### src/rtl/power_mode_defs.vh
// offsets, fields, reset values and counts of the power mode clock block
`ifndef POWER_MODE_DEFS_VH
`define POWER_MODE_DEFS_VH

// register byte addresses
`define ADDR_CFG 12'h000
`define ADDR_INTCTL 12'h004
`define ADDR_OSCCTL 12'h008
`define ADDR_TUNE 12'h00c
`define ADDR_IRQEN 12'h010
`define ADDR_IRQFLAG 12'h014
`define ADDR_STATUS 12'h018

// oscillator_control fields
`define OSC_IDLE_BIT 7
`define OSC_FREQ_MSB 6
`define OSC_FREQ_LSB 4
`define OSC_PRIRDY_BIT 3
`define OSC_INTSTB_BIT 2
`define OSC_SCS1_BIT 1
`define OSC_SCS0_BIT 0

// oscillator_config_high fields
`define CFG_DUAL_BIT 7
`define CFG_FMON_BIT 6
`define CFG_MODE_MSB 3
`define MODE_INT_BIT 3

// peripheral_irq_flag_2 / enable_2 field
`define FAIL_BIT 7

// reset values
`define OSCCTL_RST 8'h30
`define INTCTL_RST 8'h00
`define TUNE_RST 8'h00
`define IRQEN_RST 8'h00
`define IRQFLAG_RST 8'h00
`define CFG_RST 8'h00

// clock sources as selected and as active
`define SRC_PRI 2'b00
`define SRC_SEC 2'b01
`define SRC_INT 2'b10
`define SRC_NONE 2'b11

// primary oscillator modes: crystal modes are at or below this code
`define MODE_CRYSTAL_MAX 4'h2
`define FREQ_SLOW 3'h0

// counts
`define STARTUP_OSCILLATIONS 1024
`define SWITCH_OLD_EDGES 3
`define SWITCH_NEW_EDGES 3

`endif

### src/rtl/power_mode_clock_select.v
// power-managed mode and system clock source selection with APB registers
//
// Added by the designer: register access over APB and the placing of the registers.
`timescale 1ns/1ns
`default_nettype none
`include "power_mode_defs.vh"

module power_mode_clock_select #(
    parameter STARTUP_COUNT = `STARTUP_OSCILLATIONS,
    parameter OLD_EDGES = `SWITCH_OLD_EDGES,
    parameter NEW_EDGES = `SWITCH_NEW_EDGES
) (
    input wire pclk,
    input wire presetn,
    input wire psel,
    input wire penable,
    input wire pwrite,
    input wire [11:0] paddr,
    input wire [31:0] pwdata,
    output reg [31:0] prdata,
    output reg pready,
    output reg pslverr,
    input wire [3:0] osc_mode_strap,
    input wire fail_monitor_enable,
    input wire dual_speed_start_enable,
    input wire primary_osc_in,
    input wire secondary_osc_in,
    input wire internal_osc_in,
    input wire secondary_osc_ready,
    input wire fast_internal_osc_stable,
    input wire primary_fail_detect,
    input wire sleep_request,
    input wire wake_event,
    output reg cpu_clk_enable,
    output reg periph_clk_enable,
    output reg [1:0] system_clk_source,
    output reg secondary_running_flag,
    output reg irq
);

    localparam [5:0] ST_RUN = 6'b000001;
    localparam [5:0] ST_WAIT = 6'b000010;
    localparam [5:0] ST_OLD = 6'b000100;
    localparam [5:0] ST_NEW = 6'b001000;
    localparam [5:0] ST_SLEEP = 6'b010000;
    localparam [5:0] ST_IDLE = 6'b100000;
    localparam integer START_LAST_I = STARTUP_COUNT - 1;
    localparam integer OLD_LAST_I = OLD_EDGES - 1;
    localparam integer NEW_LAST_I = NEW_EDGES - 1;
    localparam [10:0] START_LAST = START_LAST_I[10:0];
    localparam [3:0] OLD_LAST = OLD_LAST_I[3:0];
    localparam [3:0] NEW_LAST = NEW_LAST_I[3:0];

    // pin synchronisers: 0 pri osc, 1 sec osc, 2 int osc,
    // 3 sec ready, 4 int stable, 5 fail detect
    reg [5:0] s1_q;
    reg [5:0] s2_q;
    reg [5:0] s3_q;
    reg [5:0] filt_q;
    wire [5:0] pins;
    wire [5:0] agree;
    wire [5:0] filt_d;
    wire [5:0] rise;

    reg [7:0] cfg_q;
    reg [7:0] intctl_q;
    reg [7:0] oscctl_q;
    reg [7:0] tune_q;
    reg [7:0] irqen_q;
    reg [7:0] irqflag_q;
    reg primary_ready_flag_q;
    reg internal_stable_flag_q;
    reg secondary_flag_q;

    reg [5:0] state_q;
    reg [1:0] cur_q;
    reg [1:0] tgt_q;
    reg [3:0] edge_cnt_q;
    reg [10:0] start_cnt_q;
    reg start_run_q;
    reg start_done_q;
    reg fail_q;

    wire access;
    wire wr;
    wire rd;
    wire setup;
    wire crystal;
    wire int_primary;
    wire two_speed;
    wire start_ok;
    wire start_fin;
    wire [1:0] sel_src;
    wire [1:0] want;
    wire pri_ready;
    wire armed;
    wire fail_evt;
    wire scs1_tog;
    wire wake_restart;
    wire sleep_enter;
    wire fail_clear;
    wire [2:0] osc_rise;
    wire [2:0] src_ready;

    assign pins = {primary_fail_detect, fast_internal_osc_stable,
                   secondary_osc_ready, internal_osc_in,
                   secondary_osc_in, primary_osc_in};
    // a change counts once the second and third stages agree
    assign agree = ~(s2_q ^ s3_q);
    assign filt_d = (agree & s3_q) | (~agree & filt_q);
    assign rise = agree & s3_q & ~filt_q;
    assign osc_rise = rise[2:0];

    function pick;
        input [1:0] src;
        input [2:0] bits;
        begin
            case (src)
                `SRC_PRI: pick = bits[0];
                `SRC_SEC: pick = bits[1];
                `SRC_INT: pick = bits[2];
                default: pick = 1'b0;
            endcase
        end
    endfunction

    function mapped;
        input [11:0] a;
        begin
            case (a)
                `ADDR_CFG, `ADDR_INTCTL, `ADDR_OSCCTL, `ADDR_TUNE,
                `ADDR_IRQEN, `ADDR_IRQFLAG, `ADDR_STATUS: mapped = 1'b1;
                default: mapped = 1'b0;
            endcase
        end
    endfunction

    assign setup = psel & ~penable;
    assign access = psel & penable & pready;
    assign wr = access & pwrite;
    assign rd = access & ~pwrite;

    assign crystal = cfg_q[`CFG_MODE_MSB:0] <= `MODE_CRYSTAL_MAX;
    assign int_primary = cfg_q[`MODE_INT_BIT];
    assign two_speed = crystal &
        (cfg_q[`CFG_DUAL_BIT] | cfg_q[`CFG_FMON_BIT]);
    assign start_ok = ~crystal | start_done_q;
    assign start_fin = start_run_q & osc_rise[0] &
        (start_cnt_q == START_LAST);

    assign sel_src = oscctl_q[`OSC_SCS1_BIT] ? `SRC_INT :
        (oscctl_q[`OSC_SCS0_BIT] ? `SRC_SEC : `SRC_PRI);
    // two-speed start runs from internal while the count runs
    assign want = fail_q ? `SRC_INT :
        ((sel_src == `SRC_PRI) & two_speed & ~start_ok) ? `SRC_INT :
        sel_src;
    assign pri_ready = crystal ? start_done_q :
        (int_primary ? filt_q[4] : 1'b1);
    assign src_ready = {filt_q[4], filt_q[3], pri_ready};

    assign armed = cfg_q[`CFG_FMON_BIT] & start_ok & ~fail_q &
        (cur_q == `SRC_PRI) & ~state_q[4];
    assign fail_evt = armed & filt_q[5];

    assign scs1_tog = wr & (paddr == `ADDR_OSCCTL) &
        (pwdata[`OSC_SCS1_BIT] != oscctl_q[`OSC_SCS1_BIT]);
    assign sleep_enter = state_q[0] & sleep_request &
        ~oscctl_q[`OSC_IDLE_BIT];
    assign wake_restart = state_q[4] & wake_event;
    assign fail_clear = (scs1_tog & ~crystal) | (fail_q & start_fin);

    // synchronisers and strap capture
    always @(posedge pclk or negedge presetn)
    begin
        if (!presetn)
        begin
            s1_q <= 6'h00;
            s2_q <= 6'h00;
            s3_q <= 6'h00;
            filt_q <= 6'h00;
            cfg_q <= `CFG_RST;
        end
        else
        begin
            s1_q <= pins;
            s2_q <= s1_q;
            s3_q <= s2_q;
            filt_q <= filt_d;
            cfg_q <= {dual_speed_start_enable, fail_monitor_enable,
                      2'b00, osc_mode_strap};
        end
    end

    // start-up counter: counts primary oscillations
    always @(posedge pclk or negedge presetn)
    begin
        if (!presetn)
        begin
            start_cnt_q <= 11'h000;
            start_run_q <= 1'b1;
            start_done_q <= 1'b0;
        end
        else if (wake_restart | scs1_tog)
        begin
            start_cnt_q <= 11'h000;
            start_run_q <= 1'b1;
            start_done_q <= 1'b0;
        end
        else if (sleep_enter)
        begin
            start_run_q <= 1'b0;
            start_done_q <= 1'b0;
        end
        else if (start_run_q & osc_rise[0])
        begin
            if (start_cnt_q == START_LAST)
            begin
                start_run_q <= 1'b0;
                start_done_q <= 1'b1;
            end
            else
            begin
                start_cnt_q <= start_cnt_q + 11'h001;
            end
        end
    end

    // fail condition: held until reset, a select toggle on a non-crystal primary, or the end of a start-up count
    always @(posedge pclk or negedge presetn)
    begin
        if (!presetn)
            fail_q <= 1'b0;
        else if (fail_evt)
            fail_q <= 1'b1;
        else if (fail_clear)
            fail_q <= 1'b0;
    end

    // clock switch and power mode sequencer
    always @(posedge pclk or negedge presetn)
    begin
        if (!presetn)
        begin
            state_q <= ST_WAIT;
            cur_q <= `SRC_NONE;
            tgt_q <= `SRC_NONE;
            edge_cnt_q <= 4'h0;
            primary_ready_flag_q <= 1'b0;
            internal_stable_flag_q <= 1'b0;
            secondary_flag_q <= 1'b0;
        end
        else
        begin
            case (state_q)
                ST_RUN:
                begin
                    if (sleep_request)
                    begin
                        if (oscctl_q[`OSC_IDLE_BIT])
                            state_q <= ST_IDLE;
                        else
                        begin
                            state_q <= ST_SLEEP;
                            cur_q <= `SRC_NONE;
                            primary_ready_flag_q <= 1'b0;
                            internal_stable_flag_q <= 1'b0;
                            secondary_flag_q <= 1'b0;
                        end
                    end
                    else if (want != cur_q)
                    begin
                        tgt_q <= want;
                        state_q <= ST_WAIT;
                    end
                end
                ST_WAIT:
                begin
                    edge_cnt_q <= 4'h0;
                    if (want != tgt_q)
                        tgt_q <= want;
                    else if (want == cur_q)
                        state_q <= ST_RUN;
                    else if (pick(tgt_q, src_ready))
                    begin
                        // a dead or absent old clock gives no edges
                        if (cur_q == `SRC_NONE ||
                            (fail_q && cur_q == `SRC_PRI))
                            state_q <= ST_NEW;
                        else
                            state_q <= ST_OLD;
                    end
                end
                ST_OLD:
                begin
                    if (pick(cur_q, osc_rise))
                    begin
                        if (edge_cnt_q == OLD_LAST)
                        begin
                            edge_cnt_q <= 4'h0;
                            state_q <= ST_NEW;
                        end
                        else
                            edge_cnt_q <= edge_cnt_q + 4'h1;
                    end
                end
                ST_NEW:
                begin
                    if (pick(tgt_q, osc_rise))
                    begin
                        if (edge_cnt_q == NEW_LAST)
                        begin
                            edge_cnt_q <= 4'h0;
                            state_q <= ST_RUN;
                            cur_q <= tgt_q;
                            primary_ready_flag_q <=
                                (tgt_q == `SRC_PRI);
                            internal_stable_flag_q <=
                                ((tgt_q == `SRC_INT) &&
                                 (oscctl_q[`OSC_FREQ_MSB:`OSC_FREQ_LSB]
                                  != `FREQ_SLOW)) ||
                                ((tgt_q == `SRC_PRI) && int_primary);
                            secondary_flag_q <=
                                (tgt_q == `SRC_SEC);
                        end
                        else
                            edge_cnt_q <= edge_cnt_q + 4'h1;
                    end
                end
                ST_SLEEP:
                begin
                    if (wake_event)
                    begin
                        state_q <= ST_WAIT;
                        tgt_q <= `SRC_NONE;
                    end
                end
                ST_IDLE:
                begin
                    if (wake_event)
                        state_q <= ST_RUN;
                end
                default:
                begin
                    state_q <= ST_WAIT;
                    cur_q <= `SRC_NONE;
                end
            endcase
        end
    end

    // software registers over APB
    always @(posedge pclk or negedge presetn)
    begin
        if (!presetn)
        begin
            intctl_q <= `INTCTL_RST;
            oscctl_q <= `OSCCTL_RST;
            tune_q <= `TUNE_RST;
            irqen_q <= `IRQEN_RST;
            irqflag_q <= `IRQFLAG_RST;
        end
        else
        begin
            if (wr)
            begin
                case (paddr)
                    `ADDR_INTCTL: intctl_q <= pwdata[7:0];
                    `ADDR_OSCCTL: oscctl_q <= pwdata[7:0];
                    `ADDR_TUNE: tune_q <= pwdata[7:0];
                    `ADDR_IRQEN: irqen_q <= pwdata[7:0];
                    `ADDR_IRQFLAG:
                        irqflag_q[`FAIL_BIT-1:0] <=
                            pwdata[`FAIL_BIT-1:0];
                    default: intctl_q <= intctl_q;
                endcase
            end
            // a read clears the fail flag, a new failure wins
            if (fail_evt)
                irqflag_q[`FAIL_BIT] <= 1'b1;
            else if (rd && paddr == `ADDR_IRQFLAG)
                irqflag_q[`FAIL_BIT] <= 1'b0;
        end
    end

    // bus answer: ready in the access cycle, data loaded at setup
    always @(posedge pclk or negedge presetn)
    begin
        if (!presetn)
        begin
            pready <= 1'b0;
            pslverr <= 1'b0;
            prdata <= 32'h00000000;
        end
        else
        begin
            pready <= setup;
            pslverr <= setup & ~mapped(paddr);
            if (setup)
            begin
                case (paddr)
                    `ADDR_CFG: prdata <= {24'h000000, cfg_q};
                    `ADDR_INTCTL: prdata <= {24'h000000, intctl_q};
                    `ADDR_OSCCTL:
                        prdata <= {24'h000000,
                                   oscctl_q[7:4],
                                   primary_ready_flag_q,
                                   internal_stable_flag_q,
                                   oscctl_q[1:0]};
                    `ADDR_TUNE: prdata <= {24'h000000, tune_q};
                    `ADDR_IRQEN: prdata <= {24'h000000, irqen_q};
                    `ADDR_IRQFLAG: prdata <= {24'h000000, irqflag_q};
                    `ADDR_STATUS:
                        prdata <= {16'h0000, 2'b00, state_q,
                                   cur_q, start_done_q, fail_q,
                                   3'b000, secondary_flag_q};
                    default: prdata <= 32'h00000000;
                endcase
            end
        end
    end

    // registered clock gates and status outputs
    always @(posedge pclk or negedge presetn)
    begin
        if (!presetn)
        begin
            cpu_clk_enable <= 1'b0;
            periph_clk_enable <= 1'b0;
            system_clk_source <= `SRC_NONE;
            secondary_running_flag <= 1'b0;
            irq <= 1'b0;
        end
        else
        begin
            // system clock held low during the new-clock edges
            cpu_clk_enable <= (cur_q != `SRC_NONE) &
                (state_q[0] | state_q[1] | state_q[2]);
            periph_clk_enable <= (cur_q != `SRC_NONE) &
                (state_q[0] | state_q[1] | state_q[2] |
                 state_q[5]);
            system_clk_source <= cur_q;
            secondary_running_flag <= secondary_flag_q;
            irq <= |(irqflag_q & irqen_q);
        end
    end

endmodule
`default_nettype wire

### config.mk
export PLATFORM = sky130hd
export DESIGN_NAME = power_mode_clock_select
export DESIGN_NICKNAME = d
export VERILOG_FILES = /design/src/rtl/power_mode_clock_select.v
export VERILOG_INCLUDE_DIRS = /design/src /design/src/rtl
export SDC_FILE = /design/constraint.sdc
export NUM_CORES = 1
export LEC_CHECK = 0
export BUFFER_PORTS_ARGS = -buffer_cell sky130_fd_sc_hd__buf_2
export CAP_MARGIN = 20
export CORE_ASPECT_RATIO = 1.2
export CORE_MARGIN = 1
export CORE_UTILIZATION = 56
export CTS_CLUSTER_DIAMETER = 50
export DETAILED_ROUTE_END_ITERATION = 10
export MAX_ROUTING_LAYER = met4
export PLACE_DENSITY = 0.78
export SYNTH_ARGS = -nofsm -noshare
export SYNTH_HDL_FRONTEND = slang
export SYNTH_SLANG_ARGS = --single-unit
### constraint.sdc
create_clock -name pclk -period 2.33 [get_ports pclk]
set_input_delay 0.1165 -clock pclk [delete_from_list [all_inputs] [get_ports pclk]]
set_output_delay 0.1165 -clock pclk [all_outputs]
set_load 0.05 [all_outputs]
Word-level counts from Yosys, hierarchy flattened
Index checks and enable logic that the tools add are counted.

word-level totals
  output and inout bits = 40
  bits in registers = 141

cells by class
  equality and inequality tests = 40
  reduce and logical (&&, ||, !) cells = 34
  $lt $le $gt $ge = 1
  $add $sub $neg = 2
  mux-type cells = 71
  bitwise logic cells = 50

operators by type and width
  cell                                             count
  one-hot mux 14 bit (7 select lines)              1
  2-to-1 mux 6 bit                                 12
  2-to-1 mux 11 bit                                4
  == test 12 x 5 -> 1 bit, second input constant   3
  one-hot mux 6 bit (6 select lines)               1
  2-to-1 mux 1 bit                                 29
  != test 2 bit, second input constant             13
  bitwise AND 1 bit                                25
  == test 12 x 4 -> 1 bit, second input constant   2
  2-to-1 mux 2 bit                                 11
  2-to-1 mux 4 bit                                 4
  AND reduction 5 bit                              3
  nonzero test 3 bit                               5
  bitwise AND 6 bit                                2
  == test 12 x 3 -> 1 bit, second input constant   1
  logical NOT 12 bit                               1
  inverter 6 bit                                   2
  one-hot mux 2 bit (3 select lines)               2
  one-hot mux 4 bit (3 select lines)               1
  AND reduction 2 bit                              6
  adder 11 x 1 -> 11 bit, second input constant    1
  == test 11 x 10 -> 1 bit, second input constant  1
  inverter 1 bit                                   9
  one-hot mux 1 bit (3 select lines)               3
  32 further kinds                                 56

Logic depth before layout (Yosys ltp)
Gate-level depths: netlist of run 1.

  depth after elaboration = 15
  mapped depth = 8
  depth with buffers taken out = 7

Least setup slack after synthesis of run 1
No wires, ideal clock.

  path kind = register to register
  start point = reg state_q[3]
  end point = reg tgt_q[0]
  required time = 2245 ps
  slack = 181 ps
  arrival = 2064 ps
  clock period less this slack = 2149 ps
  cell stages (with the launch flop) = 8
  cells stage by stage = dfrtp_1 buf_6 or4b_1 or3_4 nor2_1 o22ai_1 nor2_2 mux2_1

between the ends
  cells in the longest elaborated chain, start to end = 3

RTL lines
  what                                                           RTL line                       RTL
  from (decl)                                                    power_mode_clock_select.v:75   reg [5:0] state_q;
  from (signal assigned)                                         power_mode_clock_select.v:244  state_q <= ST_WAIT;
  from (signal assigned)                                         power_mode_clock_select.v:260  state_q <= ST_IDLE;
  from (signal assigned)                                         power_mode_clock_select.v:263  state_q <= ST_SLEEP;
  == test 6 x 2 -> 1 bit (tied with other cells)                 power_mode_clock_select.v:254  case (state_q)
  != test 2 bit (no line) or nonzero test 3 bit (tied branches)  --
  AND reduction 5 bit (no line)                                  --
  to (signal assigned)                                           power_mode_clock_select.v:246  tgt_q <= `SRC_NONE;
  to (signal assigned)                                           power_mode_clock_select.v:272  tgt_q <= want;
  to (signal assigned)                                           power_mode_clock_select.v:280  tgt_q <= want;
  to (decl)                                                      power_mode_clock_select.v:77   reg [1:0] tgt_q;

Several ways; a longest one is shown, not always the timed one.
A chain may end at the register's enable or synchronous reset.

Worst setup path in the final report of run 1
  start point = reg cfg_q[1]
  end point = reg state_q[3]

between the ends
  cells in the longest elaborated chain, start to end = 11

RTL lines
  what                                        RTL line                       RTL
  from (decl)                                 power_mode_clock_select.v:65   reg [7:0] cfg_q;
  from (signal assigned)                      power_mode_clock_select.v:181  cfg_q <= `CFG_RST;
  from (signal assigned)                      power_mode_clock_select.v:189  cfg_q <= {dual_speed_start_enable, fail_monitor_enable,
  <= comparator 4 x 2 -> 1 bit (no line) (*)  --
  inverter 1 bit                              power_mode_clock_select.v:147  assign start_ok = ~crystal | start_done_q;
  bitwise OR 1 bit                            power_mode_clock_select.v:147
  inverter 1 bit                              power_mode_clock_select.v:155  ((sel_src == `SRC_PRI) & two_speed & ~start_ok) ? `SRC_INT :
  bitwise AND 1 bit                           power_mode_clock_select.v:155
  2-to-1 mux 2 bit                            power_mode_clock_select.v:155
  2-to-1 mux 2 bit                            power_mode_clock_select.v:154  assign want = fail_q ? `SRC_INT :
  == test 2 bit                               power_mode_clock_select.v:281  else if (want == cur_q)
  2-to-1 mux 6 bit                            power_mode_clock_select.v:281
  2-to-1 mux 6 bit                            power_mode_clock_select.v:279  if (want != tgt_q)
  one-hot mux 6 bit (6 select lines)          power_mode_clock_select.v:254
  to (signal assigned)                        power_mode_clock_select.v:260
  to (signal assigned)                        power_mode_clock_select.v:282  state_q <= ST_RUN;
  to (signal assigned)                        power_mode_clock_select.v:288  state_q <= ST_NEW;

Every way passes the cells marked *; elsewhere a longest branch is shown, timed or not. The select of a mux whose other input is x is not followed.

==> flow_summary_export.csv, run 1 <==
group,metric,value,unit
clock_tree,cts_num_sinks,121,
setup_path,r2r_slack,0.09,ns
clock_tree,cts_root_buffer,"clkbuf_16",
setup_path,cp-end-kind,"flip-flop",
sta,skew,0.006017,ns
detailed_routing,drt_pre_antenna_iters,5,
power,ir_drop,0.0006445,V
synth,synthFlopType,"dfrtp_1",
setup_path,crit_fanout,4,
sta,timing.setup.tns,0,ns
sta,rsz0062_at_grt,"no",
sta,whs,0.01376,ns
detailed_routing,antenna_left,0,
setup_path,worstSetupStartpointType,"flip-flop",
power,power.density,888.5,nW/um2
detailed_routing,wire_per_inst,17.34,um
detailed_routing,drt_iter0_drc,237,
worst_hold_path,min_delay_path_depth,2,
place,place.gp.congestion,0.8595,
detailed_routing,routed_wl,12.80,mm
grt,antenna_found_initial,0,
place,placed_area,6148,um2
place,place_inst,688,
synth,yosysSeqAreaShare,53.61,%
synth,async_flop_share,100.0,%
sta,worst_pin_slew,0.5601,ns
synth,synth_mux_area_share,12.24,%
finish,final_core_util,71.81,%
grt,track_usage,27.15,%
floorplanning,ioPinCount,103,
synth,synth_fa_ha_area_share,1.412,%
finish,fillers,692,
floorplanning,fp.dieH,112.2,um
finish,antennaDiodeCount,0,
synth,synth_xor_area_share,2.316,%
synth,syn_area_per_cell,11.32,um2
synth,yosysMostFrequentCell,"dfrtp_1",
detailed_routing,drc,0,
synth,synthSimpleGateAreaFrac,14.03,%
setup_path,timing.rr.start,"cfg_q[1]",
synth,synth_edf_count,0,
worst_hold_path,hp-start,"pwdata[7]",
finish,drive_gt1_share,30.24,%
floorplanning,die_w,93.87,um
grt,grt_pass1_vias,4348,
detailed_routing,avgViaCountPerCell,5.897,
clock_tree,cts_tree,"done",
detailed_routing,highest_layer,"met4",
finish,nets,669,
grt,grt_max_degree,54,
clock_tree,cts_buffer_depth,2,
detailed_routing,wl_met1,5.240,mm
clock_tree,cts_buffers,17,
power,leakagePower,3.297,nW
sta,worst_slew_margin_rel,61.69,%
synth,synth_top_area_share,48.97,%
setup_path,rr_worst_depth,7,
status,outcome,"completed",
grt,grt-ovfl-total,0,
detailed_routing,route.met3.wl,730,um
place,port_buffers,60,
synth,syn-instance-count,501,
place,pre_cts_ws,0.09421,ns
sta,hold_violations,0,
detailed_routing,met2WireLength,6.490,mm
finish,fin_cells,738,
floorplanning,core_area,9662,um2
synth,synth_warnings,0,
setup_path,worstSetupPathType,"flip-flop to flip-flop",
setup_path,worstReg2RegEnd,"state_q[3]",
clock_tree,clk_latency,0.41,ns
power,total_power,6.164,mW
synth,synth-seq-cells,121,
grt,grt_pass1_wl,21.16,mm
sta,finalCriticalPeriod,2.236,ns
finish,area_growth_syn_to_layout,22.33,%
sta,timing.final.crit_share,95.97,%
clock_tree,post_cts_buffers,0,
sta,fin_ws,0.09392,ns
sta,setup_violations,0,
floorplanning,start_util,58.70,%
worst_hold_path,hold_path.class,"input pin to flip-flop",
synth,yosys.area.top_type,"dfrtp_1",
job,max_cap_viol_count,0,
clock_tree,h-tree-depth,4,
setup_path,crit_required,2.61,ns
floorplanning,rows,39,
place,dpl.hpwl,8.850,mm
detailed_routing,via_count,4352,
synth,synth_top_family_by_area,"simple AND/OR/NAND/NOR gates",
sta,timing.fmax,447.2,MHz
setup_path,critPathArrivalTime,2.52,ns
synth,syn_area,5672,um2
synth,synth_cell_type_count,68,
synth,synth_common_cells,"111 x dfrtp_1, 48 x nor2_1, 44 x mux2_2, 33 x nand2_1, 25 x o21ai_0",
synth,synth_compound_area_share,11.27,%
synth,synthTopCellsByArea,"dfrtp_1 49%, mux2_2 8.7%, dfstp_2 4.6%",
floorplanning,die-area,10540,um2
worst_hold_path,whs_endpoint,"irqen_q[7]",
sta,slew_violations,0,
clock_tree,path_clk_slew,0.06,ns
finish,final_area,6938,um2
-- what timing repair did --
action	CTS	global route
resized for setup	0	2
setup endpoints to repair	0	6
hold endpoints to repair	54	0
hold buffers	18	0
-- cell usage in the layout (no fill, tap or decap), types with 4 or more instances in the layout --
cell             n
ha_1             4
and2_1           5
mux2_2          44
dfstp_2         10
inv_1            9
nand4_1          9
a22o_1           8
nand2_1         33
conb_1          18
nand2b_1         5
nor3_1           7
buf_2           59
nor2b_1          5
xor2_1          12
clkbuf_16       17
nand3_1         10
a21oi_1         16
a31oi_1          6
dlygate4sd3_1   18
mux2i_1         12
buf_4           25
nor4_1           6
nand3b_1         5
o211ai_1         4
o22ai_1          4
dfrtp_1        111
nor2_1          48
a22oi_1          5
o21ai_0         25
-- routing by layer --
layer / up-vias / track usage (%)
met4: 0 / 11.49
met3: 31 / 5.691
met2: 162 / 43.89
met5: - / -
li1: 1990 / -
met1: 2169 / 32.89
-- worst max path at each step --
stage,startpoint,cells after the start,to,slack (ns)
CTS,s2_q[0],7,edge_cnt_q[0],0.04
detailed placement,s2_q[0],7,edge_cnt_q[0],0.09
finish,cfg_q[1],7,state_q[3],0.09
floorplan,state_q[3],7,tgt_q[0],0.18
global route,s2_q[0],7,edge_cnt_q[0],0.009
global placement,cfg_q[1],6,tgt_q[0],0.20
-- state kept, by name, indices dropped and copies added (netlist names), 2 cells and up, named ones only --
| name | cells |
|---|---|
| prdata | 14 |
| start_cnt_q | 11 |
| intctl_q | 8 |
| irqen_q | 8 |
| irqflag_q | 8 |
| tune_q | 8 |
| cfg_q | 6 |
| oscctl_q | 6 |
| s1_q | 6 |
| s2_q | 6 |
| s3_q | 6 |
| state_q | 6 |
| edge_cnt_q | 4 |
| cur_q | 2 |
| system_clk_source | 2 |
| tgt_q | 2 |
-- report_power, final --
part           switching, mW  leakage (nW)  internal, mW
clock                  0.910         0.282          1.66
combinational          0.733          1.46         0.459
sequential             0.140          1.55          2.27
-- cell families after synthesis --
| logic type | after synthesis |
|---|---|
| simple gates | 153 |
| flops | 121 |
| compound gates | 95 |
| mux | 60 |
| buf+inv | 49 |
| xor+xnor | 15 |
| fa+ha+maj | 7 |
| other cells | 1 |
-- critical path: stages, from the launching register on --
cell	delay, ns
dfrtp_1	0.40
a211o_1	0.37
o41ai_4	0.34
mux2i_1	0.36
buf_4	0.20
o221ai_1	0.11
a21oi_1	0.24
o31ai_1	0.11
-- area by class of cell --
class | count | area [um2] | area share, %
clock buffers | 22 | 474.2 | 6.835
clock inverters | 10 | 118.9 | 1.713
inverters | 11 | 42.54 | 0.6132
multi-input cells | 348 | 2425 | 34.95
flip-flops and latches | 121 | 3040 | 43.82
well taps | 123 | 153.9 | 2.218
repair buffers | 103 | 683.2 | 9.847
Note: power is estimated with default switching activity, not from simulation.
==> inputs of run 2 (changes only) <==
clock period = 2.55 ns   (was 2.33 ns; I/O delays follow)
==> run 2 against run 1 <==
Effect of this change:
- setup slack improved by 0.098 ns
- sequential power fell by 8%
- via count fell by 4.4%
- maximum frequency fell by 5.2%
- utilization fell by 1.6 points
- cell count fell by 2.0%
- clock skew fell by 0.00080 ns
- power fell by 11%
- critical endpoint is now tgt_q[0]
==> flow_summary_export.csv, run 2 (synthesis results as in run 1) <==
group,metric,value,unit
status,outcome,"completed",
clock_tree,post_cts_buffers,0,
setup_path,crit_required,2.88,ns
finish,mostFrequentLayoutCell,"dfrtp_1",
sta,setup_violations,0,
place,port_buffers,60,
grt,grt-ovfl-total,0,
grt,grt_pass1_wl,20.26,mm
sta,slew_violations,0,
floorplanning,fp.dieH,112.2,um
setup_path,path_delay_family,"compound AO/OA/AOI/OAI gates",
clock_tree,holdBufCountCts,17,
clock_tree,path_clk_slew,0.05,ns
finish,multi_input_area,2409,um2
grt,grt_pass1_vias,4189,
finish,reg.largest.list,"prdata (14), start_cnt_q (11)",
setup_path,crit_fanout,5,
clock_tree,ctsResizeCount,0,
place,place.gp.congestion,0.9180,
setup_path,cp-end-kind,"flip-flop",
finish,drive_gt1_share,28.67,%
power,power.density,806.0,nW/um2
setup_path,crit_chain,"a211o_1 -> o41ai_2 -> mux2i_1 -> o22ai_1 -> nor2_2 -> mux2_1",
detailed_routing,drc,0,
sta,hold_violations,0,
setup_path,slowest_stage,"mux2i_1",
detailed_routing,avgViaCountPerCell,5.755,
detailed_routing,antenna_left,0,
detailed_routing,routed_wl,12.10,mm
grt,antenna_found_initial,0,
finish,seq_area,3040,um2
finish,final_cell_mix,"111 x dfrtp_1, 59 x buf_2, 48 x nor2_1",
setup_path,worstSetupStartpointType,"flip-flop",
power,leakagePower,3.207,nW
worst_hold_path,hold_path.class,"input pin to flip-flop",
finish,top_register,"prdata",
grt,grt_max_degree,69,
clock_tree,clk_latency,0.41,ns
clock_tree,cts_tree,"done",
floorplanning,die-area,10540,um2
sta,worst_slew_margin_rel,59.62,%
sta,timing.setup.tns,0,ns
clock_tree,cts_buffer_depth,2,
detailed_routing,drt_pre_antenna_iters,5,
clock_tree,cts_buffers,17,
sta,worst_pin_slew,0.6034,ns
floorplanning,ioPinCount,103,
setup_path,cp_num_buf_inv,0,
sta,finalCriticalPeriod,2.358,ns
place,placed_area,6051,um2
detailed_routing,via_count,4161,
floorplanning,start_util,58.70,%
setup_path,worstSetupPathType,"flip-flop to flip-flop",
sta,timing.fmax,424.1,MHz
power,ir_drop,0.0005452,V
detailed_routing,wire_per_inst,16.73,um
finish,antennaDiodeCount,0,
clock_tree,h-tree-depth,4,
floorplanning,die_w,93.87,um
sta,rsz0062_at_grt,"no",
sta,timing.final.crit_share,92.46,%
floorplanning,core_area,9662,um2
detailed_routing,drt_iter0_drc,317,
finish,fillers,699,
grt,track_usage,26.07,%
clock_tree,cts_num_sinks,121,
finish,final_area,6782,um2
job,max_cap_viol_count,0,
sta,skew,0.005216,ns
setup_path,critPathArrivalTime,2.69,ns
floorplanning,rows,39,
finish,nets,655,
finish,area_growth_syn_to_layout,19.57,%
place,dpl.hpwl,8.681,mm
finish,largest_reg_flops,14,
setup_path,max_stage_delay,0.45,ns
clock_tree,cts_root_buffer,"clkbuf_16",
==> run 2: metrics by stage <==
step | util [%] | total power [mW] | hold WS, ns | std cells | setup slack (ns)
after floorplan | - | 2.954 | -0.1681 | 518 | 0.4010
after global placement | 62.63 | 3.177 | -0.03494 | 675 | 0.3007
after detailed placement | 62.63 | 3.213 | -0.03517 | 675 | 0.2299
after CTS | 70.19 | 5.496 | 0.0003930 | 723 | 0.2254
after global routing | 70.19 | 5.732 | 0.02116 | 723 | 0.07755
final | 70.19 | 5.466 | 0.01810 | 723 | 0.1922
==> run 2: worst paths after layout <==
path | start | to | slack, ns | cells past startpoint
worst min register to register | s1_q[2] | s2_q[2] | 0.35 | 0
worst max-delay path | cfg_q[1] | tgt_q[0] | 0.19 | 6
worst max register to register | cfg_q[1] | tgt_q[0] | 0.19 | 6
min in group asynchronous | presetn | irqflag_q[5] | 0.08 | 2
worst min-delay path | pwdata[4] | irqflag_q[4] | 0.02 | 2
max in group asynchronous | presetn | system_clk_source[1] | 1.70 | 3
==> run 2: power by group <==
group	internal (mW)	switching, mW	leakage, nW
combinational	0.380	0.608	1.39
clock	1.42	0.835	0.263
sequential	2.07	0.153	1.55
==> run 2: final cells by class <==
cell class	instances	share of cell area, %
sequential	121	44.83
multi-input combinational	348	35.52
timing repair buffer	89	8.487
clock buffer	18	6.328
tap	123	2.269
clock inverter	13	1.937
inverter	11	0.6273
==> run 2: layer usage <==
| metal | up-vias | routed length (um) | global-route usage [%] | part of all wire [%] |
|---|---|---|---|---|
| li1 | 1956 | - | - | - |
| met1 | 2044 | 5049 | 31.79 | 42 |
| met2 | 136 | 6110 | 41.65 | 51 |
| met3 | 25 | 666 | 6.233 | 5.5 |
| met4 | 0 | 272 | 10.46 | 2.2 |
| met5 | - | 0 | - | 0 |
==> inputs of run 3 (changes only) <==
CORE_UTILIZATION = 50   (was 56)
PLACE_DENSITY = 0.72   (was 0.78)
clock period = 2.5 ns   (was 2.55 ns; I/O delays follow)
==> run 3 against run 2 <==
Effect of this change:
- non-clock buffer count up 5
- combinational power up 4%
- setup slack worse by 0.033 ns
- sequential power up 2%
- register-to-register slack worse by 0.03 ns
- power up 2.2%
- clock-buffer cell count up 3
- critical endpoint unchanged
- largest cell class unchanged
==> flow_summary_export.csv, run 3 (synthesis results as in run 1) <==
group,metric,value,unit
floorplanning,die_w,99.23,um
place,dpl.hpwl,8.822,mm
place,placed_area,6100,um2
floorplanning,die-area,11780,um2
finish,area_growth_syn_to_layout,20.56,%
grt,antenna_found_initial,0,
grt,track_usage,23.24,%
setup_path,cp-end-kind,"flip-flop",
grt,met3_usage,4.790,%
detailed_routing,avgViaCountPerCell,5.726,
finish,drive_gt1_share,29.37,%
clock_tree,cts_buffers,17,
detailed_routing,drt_pre_antenna_iters,7,
setup_path,worstSetupStartpointType,"flip-flop",
clock_tree,cts_root_buffer,"clkbuf_16",
setup_path,worstSetupPathType,"flip-flop to flip-flop",
clock_tree,path_clk_slew,0.05,ns
power,leakagePower,3.240,nW
sta,timing.final.crit_share,93.62,%
clock_tree,clk_latency,0.41,ns
clock_tree,ctsResizeCount,0,
sta,finalCriticalPeriod,2.340,ns
job,max_cap_viol_count,0,
setup_path,crit_fanout,3,
power,power.density,816.6,nW/um2
detailed_routing,drt_iter0_drc,343,
grt,top_usage_layer,"met2",
sta,worst_pin_slew,0.5383,ns
sta,skew,0.006231,ns
sta,setup_violations,0,
status,outcome,"completed",
grt,use_met2,36.02,%
sta,timing.fmax,427.3,MHz
worst_hold_path,hold_path.class,"input pin to flip-flop",
clock_tree,cts_num_sinks,121,
finish,final_core_util,61.96,%
detailed_routing,drc,0,
sta,whs,0.02406,ns
grt,grt_max_degree,63,
grt,grt-ovfl-total,0,
finish,final_cell_mix,"111 x dfrtp_1, 59 x buf_2, 48 x nor2_1",
finish,final_area,6838,um2
grt,grtUsageMet1,29.05,%
finish,top_register,"prdata",
detailed_routing,via_count,4226,
grt,grt_pass1_vias,4180,
finish,mostFrequentLayoutCell,"dfrtp_1",
floorplanning,ioPinCount,103,
finish,fillers,882,
floorplanning,rows,42,
sta,hold_violations,0,
place,place.gp.congestion,0.8444,
setup_path,critPathArrivalTime,2.67,ns
place,port_buffers,60,
detailed_routing,antenna_left,0,
floorplanning,core_area,11040,um2
setup_path,crit_required,2.83,ns
finish,nets,660,
grt,grt_pass1_wl,20.44,mm
clock_tree,h-tree-depth,4,
finish,largest_reg_flops,14,
sta,worst_slew_margin_rel,63.18,%
sta,timing.setup.tns,0,ns
clock_tree,cts_buffer_depth,2,
sta,rsz0062_at_grt,"no",
finish,antennaDiodeCount,0,
clock_tree,cts_tree,"done",
detailed_routing,routed_wl,12.38,mm
sta,slew_violations,0,
floorplanning,fp.dieH,118.7,um
floorplanning,start_util,51.39,%
detailed_routing,wire_per_inst,16.78,um
finish,reg.largest.list,"prdata (14), start_cnt_q (11)",
power,ir_drop,0.0004461,V
run 3: cell types whose count changed in the layout (fill, tap and decap cells not counted), sizes merged:
cell	delta
clkinvlp	-1
clkbuf	+3
bufinv	-1
buf	+5
run 3: area by class of cell:
cell class / instances / area [um2] / share of cell area [%]
Timing Repair Buffer: 94 / 613.1 / 8.966
Tap cell: 132 / 165.2 / 2.415
Clock inverter: 11 / 97.59 / 1.427
Multi-Input combinational cell: 348 / 2409 / 35.22
Inverter: 11 / 42.54 / 0.6221
Clock buffer: 21 / 470.5 / 6.880
Sequential cell: 121 / 3040 / 44.46
run 3: routing by layer:
metal | vias to the layer above | share of wire, %
met5 | - | 0
met4 | 0 | 2.4
met3 | 24 | 4.2
met2 | 137 | 50
met1 | 2100 | 43
li1 | 1965 | -
run 3: where the power goes:
| part | switching (mW) | internal [mW] |
|---|---|---|
| sequential | 0.153 | 2.11 |
| clock | 0.849 | 1.44 |
| combinational | 0.632 | 0.399 |
run 3: stage by stage:
stage	cells	power [mW]	setup slack, ns
floorplan	518	3.013	0.3510
global placement	689	3.257	0.2657
detailed placement	689	3.296	0.2312
CTS	738	5.627	0.1930
global route	738	5.840	0.07278
finish	738	5.584	0.1595
run 3: final timing paths:
kind	start	to	slack, ns	depth (start not counted)
max reg2reg	cfg_q[1]	tgt_q[0]	0.16	6
min in group asynchronous	presetn	start_cnt_q[10]	0.20	2
max	cfg_q[1]	tgt_q[0]	0.16	6
min reg2reg	s1_q[0]	s2_q[0]	0.34	0
min	pwdata[2]	irqen_q[2]	0.02	2
max in group asynchronous	presetn	cur_q[1]	1.53	3
run 3: worst max-delay path: stages (launching register included):
cell	delay (ns)
dfrtp_1	0.41
a211o_1	0.37
o41ai_2	0.46
mux2i_1	0.37
o22ai_1	0.15
nor2_2	0.16
mux2_1	0.34
run 3: repair_timing:
action	in CTS	in global routing
hold buffers	17	0
endpoints found under the hold margin	50	0
buffers inserted	0	0
